## src/core/iss_consts.vh

```
// constants for the two-wire slave engine
`ifndef ISS_CONSTS_VH
`define ISS_CONSTS_VH

// slave modes of the mode select field
`define ISS_MODE_7B 4'h6
`define ISS_MODE_10B 4'h7
`define ISS_MODE_7B_SP 4'he
`define ISS_MODE_10B_SP 4'hf
`define ISS_MODE_TENBIT 0
`define ISS_MODE_SP_IRQ 3

// engine states
`define ISS_ST_IDLE 3'h0
`define ISS_ST_RECV 3'h1
`define ISS_ST_ACK 3'h2
`define ISS_ST_TX 3'h3
`define ISS_ST_TXACK 3'h4
`define ISS_ST_TXFALL 3'h5

// byte phases
`define ISS_PH_ADDR1 2'h0
`define ISS_PH_ADDR2 2'h1
`define ISS_PH_DATA 2'h2
`define ISS_PH_TX 2'h3

// byte framing
`define ISS_BYTE_BITS 4'h8
`define ISS_LAST_TX_BIT 4'h7
`define ISS_TEN_HDR 5'h1e

`endif

```

## src/core/iss_sync.v

```verilog
// two-flop synchroniser for asynchronous inputs
`timescale 1ns/1ns
module iss_sync #(
  parameter WIDTH = 2
) (
  // clock and reset
  input wire core_clk,
  input wire rst_n,
  input wire clk_en,
  // asynchronous input and synchronised output
  input wire [WIDTH-1:0] async_in,
  output reg [WIDTH-1:0] sync_out
);

  reg [WIDTH-1:0] meta;

  always @(posedge core_clk or negedge rst_n) begin
    if (!rst_n) begin
      meta <= {WIDTH{1'b1}};
      sync_out <= {WIDTH{1'b1}};
    end else if (clk_en) begin
      meta <= async_in;
      sync_out <= meta;
    end
  end

endmodule

```

## src/core/iss_cond.v

```verilog
// bus condition detector: scl edges, start and stop
`timescale 1ns/1ns
module iss_cond (
  // clock and reset
  input wire core_clk,
  input wire rst_n,
  input wire clk_en,
  // synchronised bus levels
  input wire scl_s,
  input wire sda_s,
  // delayed levels and event pulses
  output reg scl_lvl,
  output reg sda_lvl,
  output reg scl_rise,
  output reg scl_fall,
  output reg start_ev,
  output reg stop_ev
);

  always @(posedge core_clk or negedge rst_n) begin
    if (!rst_n) begin
      scl_lvl <= 1'b1;
      sda_lvl <= 1'b1;
      scl_rise <= 1'b0;
      scl_fall <= 1'b0;
      start_ev <= 1'b0;
      stop_ev <= 1'b0;
    end else if (clk_en) begin
      scl_lvl <= scl_s;
      sda_lvl <= sda_s;
      scl_rise <= scl_s & ~scl_lvl;
      scl_fall <= ~scl_s & scl_lvl;
      // sda moving while scl stays high
      start_ev <= scl_s & scl_lvl & sda_lvl & ~sda_s;
      stop_ev <= scl_s & scl_lvl & ~sda_lvl & sda_s;
    end
  end

endmodule

```

## src/core/iss_engine.v

```verilog
// two-wire slave engine: addressing, receive, transmit, clock stretching
//
// Summary of operation
// flag interrupt on each address match; on start/stop too in those modes.
// on matched address or data byte, acknowledge and copy shift into buffer.
// buffer full or overflow set: no acknowledge, no load, interrupt still.
// buffer read clears buffer full; overflow stays until firmware clears it.
// after start, shift eight bits in, sampling sda on rising scl.
// compare shift bits 7:1 to own address at eighth scl fall.
// clean match loads buffer, sets full, acks; interrupt at ninth fall.
// master sends 11110, two top bits, write, then low address byte.
// high byte sets irq, full, update; own address write clears update.
// low byte sets them again; own address write restores and releases.
// after repeated start, read high byte sets only irq and full.
// write address match clears read/write bit, loads buffer, pulls sda low.
// interrupt once per byte; only firmware clears it; status shows kind.
// stretch enable holds scl after each received data byte until release.
// read address match sets read/write bit, acks, always holds scl.
// transmit write loads shift register; bits leave on falling scl.
// master ack latched at ninth rise; nack resets status and idles.
// transmit sets interrupt at ninth falling edge of each byte; a byte the master nacks sets no interrupt.
// 7-bit receive, stretch on, full at ninth fall clears clock release.
// buffer emptied before ninth fall means no stretch; release settable anytime.
// 10-bit address phase stretches while update is set; own write releases.
// buffer-full stretching applies to data bytes only, not addresses.
// four-bit mode field picks 7/10-bit with optional start/stop interrupts.
// clock release one frees scl; zero pulls scl low. Code pulls it only outside idle, once scl is already low.
// scl and sda synchronised; start/stop are sda moves with scl high.
// pins are open drain only: pulled low or released.
`timescale 1ns/1ns
`include "iss_consts.vh"
module iss_engine (
  // clock, reset, freeze
  input wire core_clk,
  input wire rst_n,
  input wire clk_en,
  // bus pins, open drain
  input wire scl_in,
  output reg scl_out,
  output reg scl_oe_n,
  input wire sda_in,
  output reg sda_out,
  output reg sda_oe_n,
  // firmware control
  input wire port_enable,
  input wire [3:0] mode_select_field,
  input wire stretch_enable,
  input wire [7:0] own_address_in,
  input wire own_address_wr,
  input wire [7:0] buf_wr_data,
  input wire buf_wr,
  input wire buf_rd,
  input wire clock_release_set,
  input wire clock_release_clr,
  input wire overflow_clr,
  input wire irq_clr,
  // firmware status
  output reg [7:0] rx_tx_buffer,
  output reg [7:0] own_address_register,
  output reg buffer_full_flag,
  output reg receive_overflow_flag,
  output reg port_interrupt_flag,
  output reg address_update_flag,
  output reg clock_release,
  output reg rw_status,
  output reg data_not_address,
  output reg start_seen,
  output reg stop_seen
);

  // ****************************************
  // pin synchronisation and bus events
  // ****************************************
  wire [1:0] pins_s;
  wire scl_lvl;
  wire sda_lvl;
  wire scl_rise;
  wire scl_fall;
  wire start_ev;
  wire stop_ev;

  iss_sync #(
    .WIDTH(2)
  ) u_sync (
    .core_clk(core_clk),
    .rst_n(rst_n),
    .clk_en(clk_en),
    .async_in({scl_in, sda_in}),
    .sync_out(pins_s)
  );

  iss_cond u_cond (
    .core_clk(core_clk),
    .rst_n(rst_n),
    .clk_en(clk_en),
    .scl_s(pins_s[1]),
    .sda_s(pins_s[0]),
    .scl_lvl(scl_lvl),
    .sda_lvl(sda_lvl),
    .scl_rise(scl_rise),
    .scl_fall(scl_fall),
    .start_ev(start_ev),
    .stop_ev(stop_ev)
  );

  // ****************************************
  // mode decode and address match
  // ****************************************
  reg [2:0] state;
  reg [1:0] phase;
  reg [3:0] bit_cnt;
  reg [7:0] shift_register;
  reg ack_ok;
  reg is_read;
  reg addr10_ok;

  wire slave_mode = (mode_select_field == `ISS_MODE_7B) |
                    (mode_select_field == `ISS_MODE_10B) |
                    (mode_select_field == `ISS_MODE_7B_SP) |
                    (mode_select_field == `ISS_MODE_10B_SP);
  wire tenbit = mode_select_field[`ISS_MODE_TENBIT];
  wire sp_irq = mode_select_field[`ISS_MODE_SP_IRQ];
  wire hi_match = (shift_register[7:3] == `ISS_TEN_HDR) &
                  (shift_register[7:1] == own_address_register[7:1]);
  wire seven_match = shift_register[7:1] == own_address_register[7:1];
  reg addr_match;
  wire busy = buffer_full_flag | receive_overflow_flag;
  wire bf_at_fall = buffer_full_flag & ~buf_rd;
  wire hold_scl = (~clock_release & (state != `ISS_ST_IDLE)) |
                  address_update_flag;

  always @* begin
    case (phase)
      `ISS_PH_ADDR1:
        addr_match = tenbit ? (hi_match & (~shift_register[0] | addr10_ok)) : seven_match;
      `ISS_PH_ADDR2:
        addr_match = shift_register == own_address_register;
      `ISS_PH_DATA:
        addr_match = 1'b1;
      default:
        addr_match = 1'b0;
    endcase
  end

  // ****************************************
  // engine
  // ****************************************
  always @(posedge core_clk or negedge rst_n) begin
    if (!rst_n) begin
      state <= `ISS_ST_IDLE;
      phase <= `ISS_PH_ADDR1;
      bit_cnt <= 4'h0;
      shift_register <= 8'h00;
      ack_ok <= 1'b0;
      is_read <= 1'b0;
      addr10_ok <= 1'b0;
      scl_out <= 1'b0;
      scl_oe_n <= 1'b1;
      sda_out <= 1'b0;
      sda_oe_n <= 1'b1;
      rx_tx_buffer <= 8'h00;
      own_address_register <= 8'h00;
      buffer_full_flag <= 1'b0;
      receive_overflow_flag <= 1'b0;
      port_interrupt_flag <= 1'b0;
      address_update_flag <= 1'b0;
      clock_release <= 1'b1;
      rw_status <= 1'b0;
      data_not_address <= 1'b0;
      start_seen <= 1'b0;
      stop_seen <= 1'b0;
    end else if (clk_en) begin
      // pins only ever pull low
      scl_out <= 1'b0;
      sda_out <= 1'b0;
      // firmware side; hardware sets below win the same cycle
      if (own_address_wr) begin
        own_address_register <= own_address_in;
        address_update_flag <= 1'b0;
      end
      if (buf_rd) begin
        buffer_full_flag <= 1'b0;
      end
      if (overflow_clr) begin
        receive_overflow_flag <= 1'b0;
      end
      if (irq_clr) begin
        port_interrupt_flag <= 1'b0;
      end
      if (clock_release_clr) begin
        clock_release <= 1'b0;
      end
      if (clock_release_set) begin
        clock_release <= 1'b1;
      end
      if (buf_wr) begin
        rx_tx_buffer <= buf_wr_data;
        buffer_full_flag <= 1'b1;
        if (state == `ISS_ST_TX && bit_cnt == 4'h0) begin
          shift_register <= buf_wr_data;
        end
      end
      // scl pulled only once already low, then held until released
      scl_oe_n <= ~(hold_scl & (~scl_lvl | ~scl_oe_n));

      if (!port_enable || !slave_mode) begin
        state <= `ISS_ST_IDLE;
        phase <= `ISS_PH_ADDR1;
        bit_cnt <= 4'h0;
        addr10_ok <= 1'b0;
        sda_oe_n <= 1'b1;
        scl_oe_n <= 1'b1;
        clock_release <= 1'b1;
        address_update_flag <= 1'b0;
        start_seen <= 1'b0;
        stop_seen <= 1'b0;
      end else if (start_ev) begin
        state <= `ISS_ST_RECV;
        phase <= `ISS_PH_ADDR1;
        bit_cnt <= 4'h0;
        sda_oe_n <= 1'b1;
        start_seen <= 1'b1;
        stop_seen <= 1'b0;
        if (sp_irq) begin
          port_interrupt_flag <= 1'b1;
        end
      end else if (stop_ev) begin
        state <= `ISS_ST_IDLE;
        phase <= `ISS_PH_ADDR1;
        addr10_ok <= 1'b0;
        sda_oe_n <= 1'b1;
        start_seen <= 1'b0;
        stop_seen <= 1'b1;
        if (sp_irq) begin
          port_interrupt_flag <= 1'b1;
        end
      end else begin
        case (state)
          `ISS_ST_IDLE: begin
            sda_oe_n <= 1'b1;
          end
          `ISS_ST_RECV: begin
            if (scl_rise) begin
              shift_register <= {shift_register[6:0], sda_lvl};
              bit_cnt <= bit_cnt + 4'h1;
            end else if (scl_fall && bit_cnt == `ISS_BYTE_BITS) begin
              if (!addr_match) begin
                state <= `ISS_ST_IDLE;
              end else begin
                state <= `ISS_ST_ACK;
                data_not_address <= phase == `ISS_PH_DATA;
                is_read <= (phase == `ISS_PH_ADDR1) & shift_register[0];
                if (phase == `ISS_PH_ADDR1) begin
                  rw_status <= shift_register[0];
                end
                if (busy) begin
                  ack_ok <= 1'b0;
                  if (phase == `ISS_PH_DATA) begin
                    receive_overflow_flag <= 1'b1;
                  end
                end else begin
                  ack_ok <= 1'b1;
                  rx_tx_buffer <= shift_register;
                  buffer_full_flag <= 1'b1;
                  sda_oe_n <= 1'b0;
                end
              end
            end
          end
          `ISS_ST_ACK: begin
            if (scl_fall) begin
              sda_oe_n <= 1'b1;
              port_interrupt_flag <= 1'b1;
              bit_cnt <= 4'h0;
              state <= `ISS_ST_RECV;
              case (phase)
                `ISS_PH_ADDR1: begin
                  if (!ack_ok) begin
                    state <= `ISS_ST_IDLE;
                  end else if (is_read) begin
                    phase <= `ISS_PH_TX;
                    state <= `ISS_ST_TX;
                    clock_release <= 1'b0;
                  end else if (tenbit) begin
                    phase <= `ISS_PH_ADDR2;
                    address_update_flag <= 1'b1;
                  end else begin
                    phase <= `ISS_PH_DATA;
                  end
                end
                `ISS_PH_ADDR2: begin
                  if (ack_ok) begin
                    phase <= `ISS_PH_DATA;
                    addr10_ok <= 1'b1;
                    address_update_flag <= 1'b1;
                  end else begin
                    state <= `ISS_ST_IDLE;
                  end
                end
                default: begin
                  if (stretch_enable && bf_at_fall) begin
                    clock_release <= 1'b0;
                  end
                end
              endcase
            end
          end
          `ISS_ST_TX: begin
            if (scl_fall && bit_cnt == `ISS_LAST_TX_BIT) begin
              sda_oe_n <= 1'b1;
              // a firmware write in this same cycle keeps the buffer full
              buffer_full_flag <= buf_wr;
              state <= `ISS_ST_TXACK;
            end else if (scl_fall) begin
              shift_register <= {shift_register[6:0], 1'b0};
              bit_cnt <= bit_cnt + 4'h1;
            end else begin
              sda_oe_n <= shift_register[7];
            end
          end
          `ISS_ST_TXACK: begin
            if (scl_rise) begin
              if (sda_lvl) begin
                state <= `ISS_ST_IDLE;
                phase <= `ISS_PH_ADDR1;
                rw_status <= 1'b0;
                data_not_address <= 1'b0;
                start_seen <= 1'b0;
                stop_seen <= 1'b0;
              end else begin
                state <= `ISS_ST_TXFALL;
              end
            end
          end
          `ISS_ST_TXFALL: begin
            if (scl_fall) begin
              port_interrupt_flag <= 1'b1;
              data_not_address <= 1'b1;
              bit_cnt <= 4'h0;
              state <= `ISS_ST_TX;
              if (!bf_at_fall) begin
                clock_release <= 1'b0;
              end
            end
          end
          default: begin
            state <= `ISS_ST_IDLE;
          end
        endcase
      end
    end
  end

endmodule

```

## config.mk

```make
export PLATFORM = sky130hd
export DESIGN_NAME = iss_engine
export DESIGN_NICKNAME = d
export VERILOG_FILES = /design/src/core/iss_sync.v /design/src/core/iss_cond.v /design/src/core/iss_engine.v
export VERILOG_INCLUDE_DIRS = /design/src /design/src/core
export SDC_FILE = /design/constraint.sdc
export NUM_CORES = 1
export LEC_CHECK = 0
export ABC_CLOCK_PERIOD_IN_PS = 6200
export BUFFER_PORTS_ARGS = -buffer_cell sky130_fd_sc_hd__buf_4
export CORE_MARGIN = 10
export CORE_UTILIZATION = 45
export DETAILED_ROUTE_END_ITERATION = 10
export GPL_TIMING_DRIVEN = 0
export HOLD_SLACK_MARGIN = 0.1
export PLACE_DENSITY_LB_ADDON = 0.08
export SLEW_MARGIN = 20
export SYNTH_ARGS = -nofsm -noshare
export SYNTH_HDL_FRONTEND = slang
export SYNTH_SLANG_ARGS = --single-unit
```

## constraint.sdc

```tcl
create_clock -name core_clk -period 6.2 [get_ports core_clk]
set_clock_uncertainty 0.05 [all_clocks]
set_input_delay 0.93 -clock core_clk [delete_from_list [all_inputs] [get_ports core_clk]]
set_output_delay 0.93 -clock core_clk [all_outputs]
set_load 0.03 [all_outputs]
```

## After elaboration in Yosys (flattened, before gate mapping)

Cells that the tools add are included.

- Register bits after elaboration: 57
- Logic and storage cells: 285

- Add/sub/neg operators: 1
- Equality and inequality tests: 43
- Muxes and demuxes: 146
- Bitwise gates (word level): 33
- Reductions and logical operators: 34

Operators by type and width:

| operator | count |
|---|---|
| 2-to-1 mux 8 bit | 17 |
| 2-to-1 mux 1 bit | 85 |
| AND reduction 8 bit | 4 |
| 2-to-1 mux 3 bit | 10 |
| 2-to-1 mux 4 bit | 7 |
| 2-to-1 mux 2 bit | 13 |
| AND reduction 11 bit | 2 |
| inequality test 5 x 2 -> 1 bit (second input constant) | 4 |
| inequality test 6 x 4 -> 1 bit (second input constant) | 3 |
| one-hot mux 3 bit (6 select lines) | 1 |
| nonzero test 3 bit | 6 |
| one-hot mux 8 bit (2 select lines) | 1 |
| inequality test 5 x 3 -> 1 bit (second input constant) | 3 |
| bitwise AND 1 bit | 13 |
| inverter 1 bit | 13 |
| == test 4 x 3 -> 1 bit (second input constant) | 3 |
| == test 4 bit (second input constant) | 3 |
| one-hot mux 2 bit (2 select lines) | 3 |
| one-hot mux 4 bit (3 select lines) | 1 |
| nonzero test 4 bit | 3 |
| inequality test 2 bit (second input constant) | 5 |
| one-hot mux 1 bit (2 select lines) | 5 |
| nonzero test 5 bit | 2 |
| == test 8 bit | 1 |
| 32 further kinds | 49 |

## Depth between registers and ports, before layout

Gate-level depths: netlist of run 1.

- Depth after elaboration: 12
- Depth in mapped cells: 8
- Gate-level depth less buffers: 7

## Cells and area by module

A second synthesis of run 1 with hierarchy kept.

- Cells, all modules: 375
- Area, all modules: 3,367.0 um2

By module, submodules not included:

| module | times used | cells an instance | area each (um2) | seq. area each (um2) |
|---|---|---|---|---|
| iss_engine | 1 | 348 | 2,947.8 | 1,179.9 |
| iss_cond | 1 | 19 | 269.0 | 152.6 |
| iss_sync | 1 | 8 | 150.1 | 105.1 |

## Worst setup path after synthesis of run 1

OpenSTA, ideal clock, no wires.

- Kind: input-to-reg
- Start point: in port_enable
- End point: reg rx_tx_buffer[0]
- Setup time: 0.126 ns
- Data arrival time: 2.376 ns
- Required time: 6.024 ns
- Slack: 3.648 ns
- Stages: 6
- Path buffers: 1
- Path through: and3_1 -> clkbuf_1 -> nand2_1 -> a2111oi_4 -> a22oi_1 -> a311o_1

- Cells in the longest elaborated chain, start to end: 3

RTL lines:

| what | line | text |
|---|---|---|
| start, declared | iss_engine.v:45 | `input wire port_enable,` |
| zero test 1 bit | iss_engine.v:206 | `if (!port_enable \|\| !slave_mode) begin` |
| logical OR 1 bit | iss_engine.v:206 |  |
| 2-to-1 mux 8 bit | iss_engine.v:206 |  |
| end signal, assigned | iss_engine.v:197 | `rx_tx_buffer <= buf_wr_data;` |
| end signal, assigned | iss_engine.v:263 | `rx_tx_buffer <= shift_register;` |
| end, declared | iss_engine.v:58 | `output reg [7:0] rx_tx_buffer,` |

No other way between the ends.
A chain may end at the register's enable or synchronous reset.

## Final worst setup path of run 1

- Start point: in port_enable
- End point: reg rx_tx_buffer[1]

The elaborated chain is that of the path after synthesis.

==> results of run 1 <==
[registers in the layout (all words and copies together) (netlist names), 2 cells and up]
name	count
rx_tx_buffer	8
shift_register	8
phase	2
u_sync.sync_out	2
bit_cnt	4
own_address_register	8
state	3
u_sync.meta	2
[cell type report]
| type | instances | area (µm²) | area share, % |
|---|---|---|---|
| Tap cell | 102 | 128 | 2.97 |
| Sequential cell | 57 | 1440 | 33.5 |
| Clock inverter | 4 | 50.0 | 1.17 |
| Multi-Input combinational cell | 280 | 1910 | 44.4 |
| Buffer | 26 | 120 | 2.80 |
| Timing Repair Buffer | 60 | 450 | 10.5 |
| Inverter | 9 | 33.8 | 0.787 |
| Clock buffer | 12 | 165 | 3.85 |
[critical path: cells and delay by family]
kind,cells,cell delay (ns)
AO/OA/AOI/OAI,3,1.33
AND/OR/NAND/NOR,2,0.40
buffers and inverters,2,0.34
[metal layers]
layer	vias to the layer above	part of all wire, %	routed length [µm]
li1	1535	-	-
met1	1656	44	4910
met3	19	8.0	902
met4	0	1.7	189
met2	147	46	5200
met5	-	0	0
[worst max-delay path by stage]
stage                     start                       endpoint  slack, ns  cells after the start
CTS                 port_enable    rx_tx_buffer[1]$_DFFE_PN0P_       3.39                      7
detailed placement  port_enable    rx_tx_buffer[1]$_DFFE_PN0P_       3.06                      7
global route        port_enable  shift_register[6]$_DFFE_PN0P_       3.23                      8
global placement    port_enable    rx_tx_buffer[2]$_DFFE_PN0P_       3.08                      7
finish              port_enable    rx_tx_buffer[1]$_DFFE_PN0P_       3.37                      7
floorplan           port_enable    rx_tx_buffer[0]$_DFFE_PN0P_       3.65                      6
[logic make-up after synthesis]
kind of cell    after synthesis  share of synthesized area [%]
mux                          23                           7.27
xor+xnor                      8                           2.01
fa+ha+maj                     3                           1.07
compound gates              105                           22.4
other cells                   1                          0.107
buf+inv                      35                           4.41
simple gates                139                           21.6
flops                        57                           41.2
[synth_stat cells, types with 2 or more instances]
| master | count | area (µm²) |
|---|---|---|
| and3_1 | 6 | 37.5 |
| mux2i_1 | 4 | 40.0 |
| or3b_2 | 2 | 17.5 |
| xnor2_1 | 8 | 70.1 |
| o2bb2ai_1 | 8 | 70.1 |
| o22ai_1 | 3 | 18.8 |
| mux2_2 | 18 | 203 |
| nor3_1 | 6 | 30.0 |
| a221o_1 | 2 | 20.0 |
| o21bai_1 | 2 | 15.0 |
| nand4_1 | 6 | 37.5 |
| nand3b_1 | 4 | 30.0 |
| o21ai_0 | 18 | 90.1 |
| nand2_1 | 35 | 131 |
| buf_4 | 2 | 15.0 |
| o41ai_1 | 2 | 17.5 |
| a211o_1 | 3 | 26.3 |
| a311o_1 | 9 | 90.1 |
| a41oi_1 | 2 | 17.5 |
| nor2_1 | 15 | 56.3 |
| a32o_1 | 2 | 20.0 |
| a211oi_1 | 3 | 22.5 |
| and2_1 | 2 | 12.5 |
| nor2b_1 | 19 | 119 |
| clkbuf_1 | 22 | 82.6 |
| and3b_1 | 2 | 17.5 |
| ha_1 | 3 | 37.5 |
| inv_1 | 8 | 30.0 |
| a22oi_1 | 13 | 97.6 |
| o31ai_1 | 7 | 52.6 |
| nor3b_1 | 3 | 22.5 |
| nand2b_1 | 4 | 25.0 |
| nand3_1 | 21 | 105 |
| a21oi_1 | 13 | 65.1 |
| dfrtp_1 | 48 | 1200 |
| dfstp_2 | 9 | 236 |
| or3_1 | 3 | 18.8 |
| and4b_1 | 3 | 30.0 |
| a31oi_1 | 7 | 43.8 |
| buf_6 | 2 | 22.5 |
[power by group through the flow]
stage          registers [mW]  logic (mW)  clock network, mW
5_1_grt                 0.436       0.233              0.402
6_report                0.433       0.217              0.377
2_1_floorplan           0.469      0.0934                  0
4_1_cts                 0.432       0.218              0.381
3_3_place_gp            0.438       0.215                  0
3_5_place_dp            0.439       0.217                  0
[per-stage QoR]
step                      hold WS, ns  setup slack (ns)  utilization [%]  instances
after CTS                       0.443              3.39             56.1        550
after detailed placement        0.429              3.06             53.3        534
after floorplan                 0.441              3.65                -        372
final                           0.447              3.37             56.1        550
after global placement          0.418              3.08             53.3        534
after global routing            0.452              3.23             56.1        550
==> impl_metrics.ini, run 1 <==
[synthesis]
synth_area_per_cell_um2 = 9.42
yosys_warnings = 0
yosys.cell_types.count = 62
synth_cells = 371
synth_top_flop_cell = dfrtp_1
ys_async_sr_fraction_pct = 100
ys_seq_area_share_pct = 41.2
netlist_area_mm2 = 0.00349
ys_ff_latch = 57
synth_edf_count = 0

[cts]
cts_tree = done
cts_sinks = 57
cts-htree-levels = 3
clk_path_buf_depth = 2
ctsResizeCount = 0
root_buffer = clkbuf_8
cts_buffers = 9
path_clk_slew_ns = 0.07
post_cts_buffers = 0
cts_hold_buf = 0
clock_latency_ns = 0.34

[placement]
routabilityCongestion = 0.966
port_buffers = 60
dp_hpwl_mm = 8.18
place_area_mm2 = 0.00408

[global_routing]
first_global_vias = 3256
grt.total_usage_pct = 19.1
antenna_found_initial = 0
grt_max_degree = 58
top_usage_layer = met2
grt-ovfl-total = 0
gr-usage-met1_pct = 26.0
grt_pass1_wl_mm = 17.7
met2_usage_pct = 29.4
use_met3_pct = 4.40

[cells_and_area]
layout.cells.most_common_list = 62 x buf_4, 48 x dfrtp_1, 35 x nand2_1, 22 x clkbuf_1, 21 x nand3_1
nets = 480
layout_commonest_cell = buf_4
antenna_cells = 0
final.fill_count = 702
area_growth_pct = 22.8
finalInstanceArea_mm2 = 0.00429
drive_above_1_share_pct = 25.2

[floorplan]
start_util_pct = 45.7
fp.dieH_um = 108
rows = 32
core_area_mm2 = 0.00765
chipWidth_um = 108
num_io_pins = 63
die-area_mm2 = 0.0117

[routing]
wl_mm = 11.2
vias = 3357
first_iter_violations = 292
first_pass_iters = 5
wl_per_cell_um = 20.4
drc = 0
viasPerCell = 6.10
postRouteAntennaNets = 0

[sta]
drv_slew = 0
finalHoldViolCount = 0
layout_min_cycle_time_ns = 2.83
rsz0062_at_grt = no
fmax_ghz = 0.353
setup_viol = 0
post-route-period-util_pct = 45.7
tightest_slew_ns = 0.832
slew-limit-headroom_pct = 44.1
final.setup.tns_ns = 0

[power_and_ir_drop]
seq_power_share_pct = 42.1
power.total_mw = 1.03
pwr-share-clk_pct = 36.7
p_comb_share_pct = 21.1
pwr_density_cell_mw_per_mm2 = 239
swShare_pct = 30.7
peakVddDrop_v = 0.000163
internal_power_uw = 711
p_switching_uw = 315
p_leak_nw = 1.81

[outcome]
status = complete, no violations

[job]
max_cap_viol_count = 0

[setup_path]
path_cells = buf_4 -> and3_1 -> clkbuf_1 -> nand2_1 -> a2111oi_4 -> a22oi_1 -> a311o_1
critical_path_required_ns = 6.38
r2r_start = u_cond.stop_ev$_DFFE_PN0P_
crit_path_max_incr_delay_ns = 0.79
critPathKind = in -> reg
end_kind = flip-flop
arrival_ns = 3.01
cp-start-kind = input pin
crit_fanout = 10
critPathSlowestCell = a2111oi_4
ff2ff_setup_slack_ns = 3.47
rr_endpoint = rx_tx_buffer[1]$_DFFE_PN0P_
reg2regPathDepth = 6

[hold_path]
min_path_cells = 2
hp-class = reg -> reg
holdPathEnd = port_interrupt_flag$_DFFE_PN0P_
min_from = port_interrupt_flag$_DFFE_PN0P_
No activity file was read; power rests on OpenSTA's default activity.
==> inputs of run 2 (changes only) <==
Settings changed: ABC_CLOCK_PERIOD_IN_PS 6200 to 2420.
Clock period 6.2 ns to 2.42 ns, I/O delays scaled along.
==> run 2 against run 1 <==
Against the previous run:
- critical path depth is 1 lower
- first-iteration DRC count is 1.7% lower
- utilization is 0.62 points higher
- critical endpoint is now bit_cnt[3]$_DFFE_PN0P_
- largest power group unchanged
==> impl_metrics.ini, run 2 (same netlist as run 1, synthesis figures left out) <==
[cts]
root_buffer = clkbuf_8
cts-htree-levels = 3
cts_buffers = 9
clk_path_buf_depth = 2
cts_tree = done
clock_latency_ns = 0.35
cts_sinks = 57
path_clk_slew_ns = 0.07

[sta]
tightest_slew_ns = 0.746
layout_min_cycle_time_ns = 2.31
rsz0062_at_grt = no
drv_slew = 0
setup_ws_ns = 0.105
fmax_ghz = 0.432
final.setup.tns_ns = 0
slew-limit-headroom_pct = 50.3
hold_ws_ns = 0.194
finalHoldViolCount = 0
setup_viol = 0
post-route-period-util_pct = 95.6

[power_and_ir_drop]
swShare_pct = 30.8
pwr_density_cell_mw_per_mm2 = 608
internal_power_mw = 1.82
seq_power_share_pct = 42.2
pwr-share-clk_pct = 36.8
p_leak_nw = 1.84
peakVddDrop_v = 0.000426
p_switching_uw = 813
p_comb_share_pct = 21.0

[floorplan]
rows = 32
num_io_pins = 63
start_util_pct = 45.7
core_area_mm2 = 0.00765
die-area_mm2 = 0.0117
chipWidth_um = 108
fp.dieH_um = 108

[global_routing]
grt_pass1_wl_mm = 17.8
first_global_vias = 3267
grt_max_degree = 58
grt.total_usage_pct = 19.4
antenna_found_initial = 0
grt-ovfl-total = 0

[placement]
dp_hpwl_mm = 8.18
pre_cts_ws_ns = -0.237
dp_cells = 534
port_buffers = 60
place_area_mm2 = 0.00408
routabilityCongestion = 0.966

[routing]
wl_per_cell_um = 20.3
postRouteAntennaNets = 0
viasPerCell = 6.07
first_pass_iters = 5
vias = 3337
first_iter_violations = 287
wl_mm = 11.2
drc = 0

[cells_and_area]
layout_commonest_cell = buf_4
finalInstanceArea_mm2 = 0.00434
antenna_cells = 0
drive_above_1_share_pct = 27.7
largestRegisters = own_address_register: 8 flops, rx_tx_buffer: 8 flops, shift_register: 8 flops
final.fill_count = 696
layout.cells.most_common_list = 62 x buf_4, 48 x dfrtp_1, 35 x nand2_1, 20 x nand3_1, 19 x nor2b_1
nets = 480
stdcell_count = 550
area_growth_pct = 24.2

[setup_path]
arrival_ns = 2.50
end_kind = flip-flop
critical_path_required_ns = 2.61
critPathKind = reg -> reg
crit_fanout = 10
cp-start-kind = flip-flop

[job]
max_cap_viol_count = 0

[outcome]
status = complete, no violations

[hold_path]
hp-class = in -> reg
run 2: cell types whose count changed in the layout (fill, tap and decap cells not counted), sizes merged:
cell,before,now
clkbuf,34,31
buf,64,66
dlygate4sd3,0,1
run 2: worst max-delay path, stage by stage, from the launching register on:
cell and delay [ns]:
dfrtp_1 0.39, clkbuf_1 0.31, and3b_1 0.30, nand2_1 0.07, a211oi_1 0.42, o31ai_1 0.25
a221o_1 0.42
run 2: area by class of cell:
class | instances | area (µm²) | area share, %
buffer | 24 | 118 | 2.71
sequential | 57 | 1440 | 33.1
timing repair buffer | 62 | 472 | 10.9
clock inverter | 4 | 50.0 | 1.15
multi-input combinational | 280 | 1930 | 44.6
tap | 102 | 128 | 2.94
clock buffer | 12 | 165 | 3.81
inverter | 9 | 33.8 | 0.779
run 2: final timing paths:
check                                                     start                                  end  slack, ns  cells after the start
worst max-delay path                       state[0]$_DFFE_PN0P_               bit_cnt[3]$_DFFE_PN0P_       0.11                      6
worst min-delay path                          own_address_in[1]  own_address_register[1]$_DFFE_PN0P_       0.19                      2
worst max register to register             state[0]$_DFFE_PN0P_               bit_cnt[3]$_DFFE_PN0P_       0.11                      6
worst min register to register  port_interrupt_flag$_DFFE_PN0P_      port_interrupt_flag$_DFFE_PN0P_       0.45                      2
max in group asynchronous                                 rst_n          u_cond.scl_fall$_DFFE_PN0P_       1.24                      2
min in group asynchronous                                 rst_n               bit_cnt[0]$_DFFE_PN0P_       0.55                      2
run 2: through the flow:
stage | power [mW] | utilization (%)
after detailed placement | 1.68 | 53.3
after global placement | 1.67 | 53.3
final | 2.64 | 56.7
after global routing | 2.76 | 56.7
after floorplan | 1.44 | -
after CTS | 2.64 | 56.5
run 2: per-layer routing:
layer | global-route usage [%] | up-vias | wire [µm]
met5 | 0 | - | 0
met4 | 5.82 | 0 | 209
met3 | 5.23 | 20 | 903
met2 | 29.5 | 153 | 5210
met1 | 26.2 | 1629 | 4830
li1 | - | 1535 | -
run 2: power by group through the flow:
stage | logic [mW] | clock network (mW) | registers [mW]
floorplan | 0.239 | 0 | 1.20
global placement | 0.550 | 0 | 1.12
detailed placement | 0.555 | 0 | 1.12
CTS | 0.560 | 0.976 | 1.11
global route | 0.598 | 1.04 | 1.12
finish | 0.554 | 0.971 | 1.11
run 2: repair_timing:
| item | CTS | global route |
|---|---|---|
| hold buffers | 1 | 0 |
| setup endpoints to repair | 22 | 23 |
| pin swaps | 1 | 1 |
| endpoints found under the hold margin | 48 | 0 |
| cloned | 0 | 0 |
| gates resized for setup | 5 | 9 |
| buffers inserted | 1 | 0 |
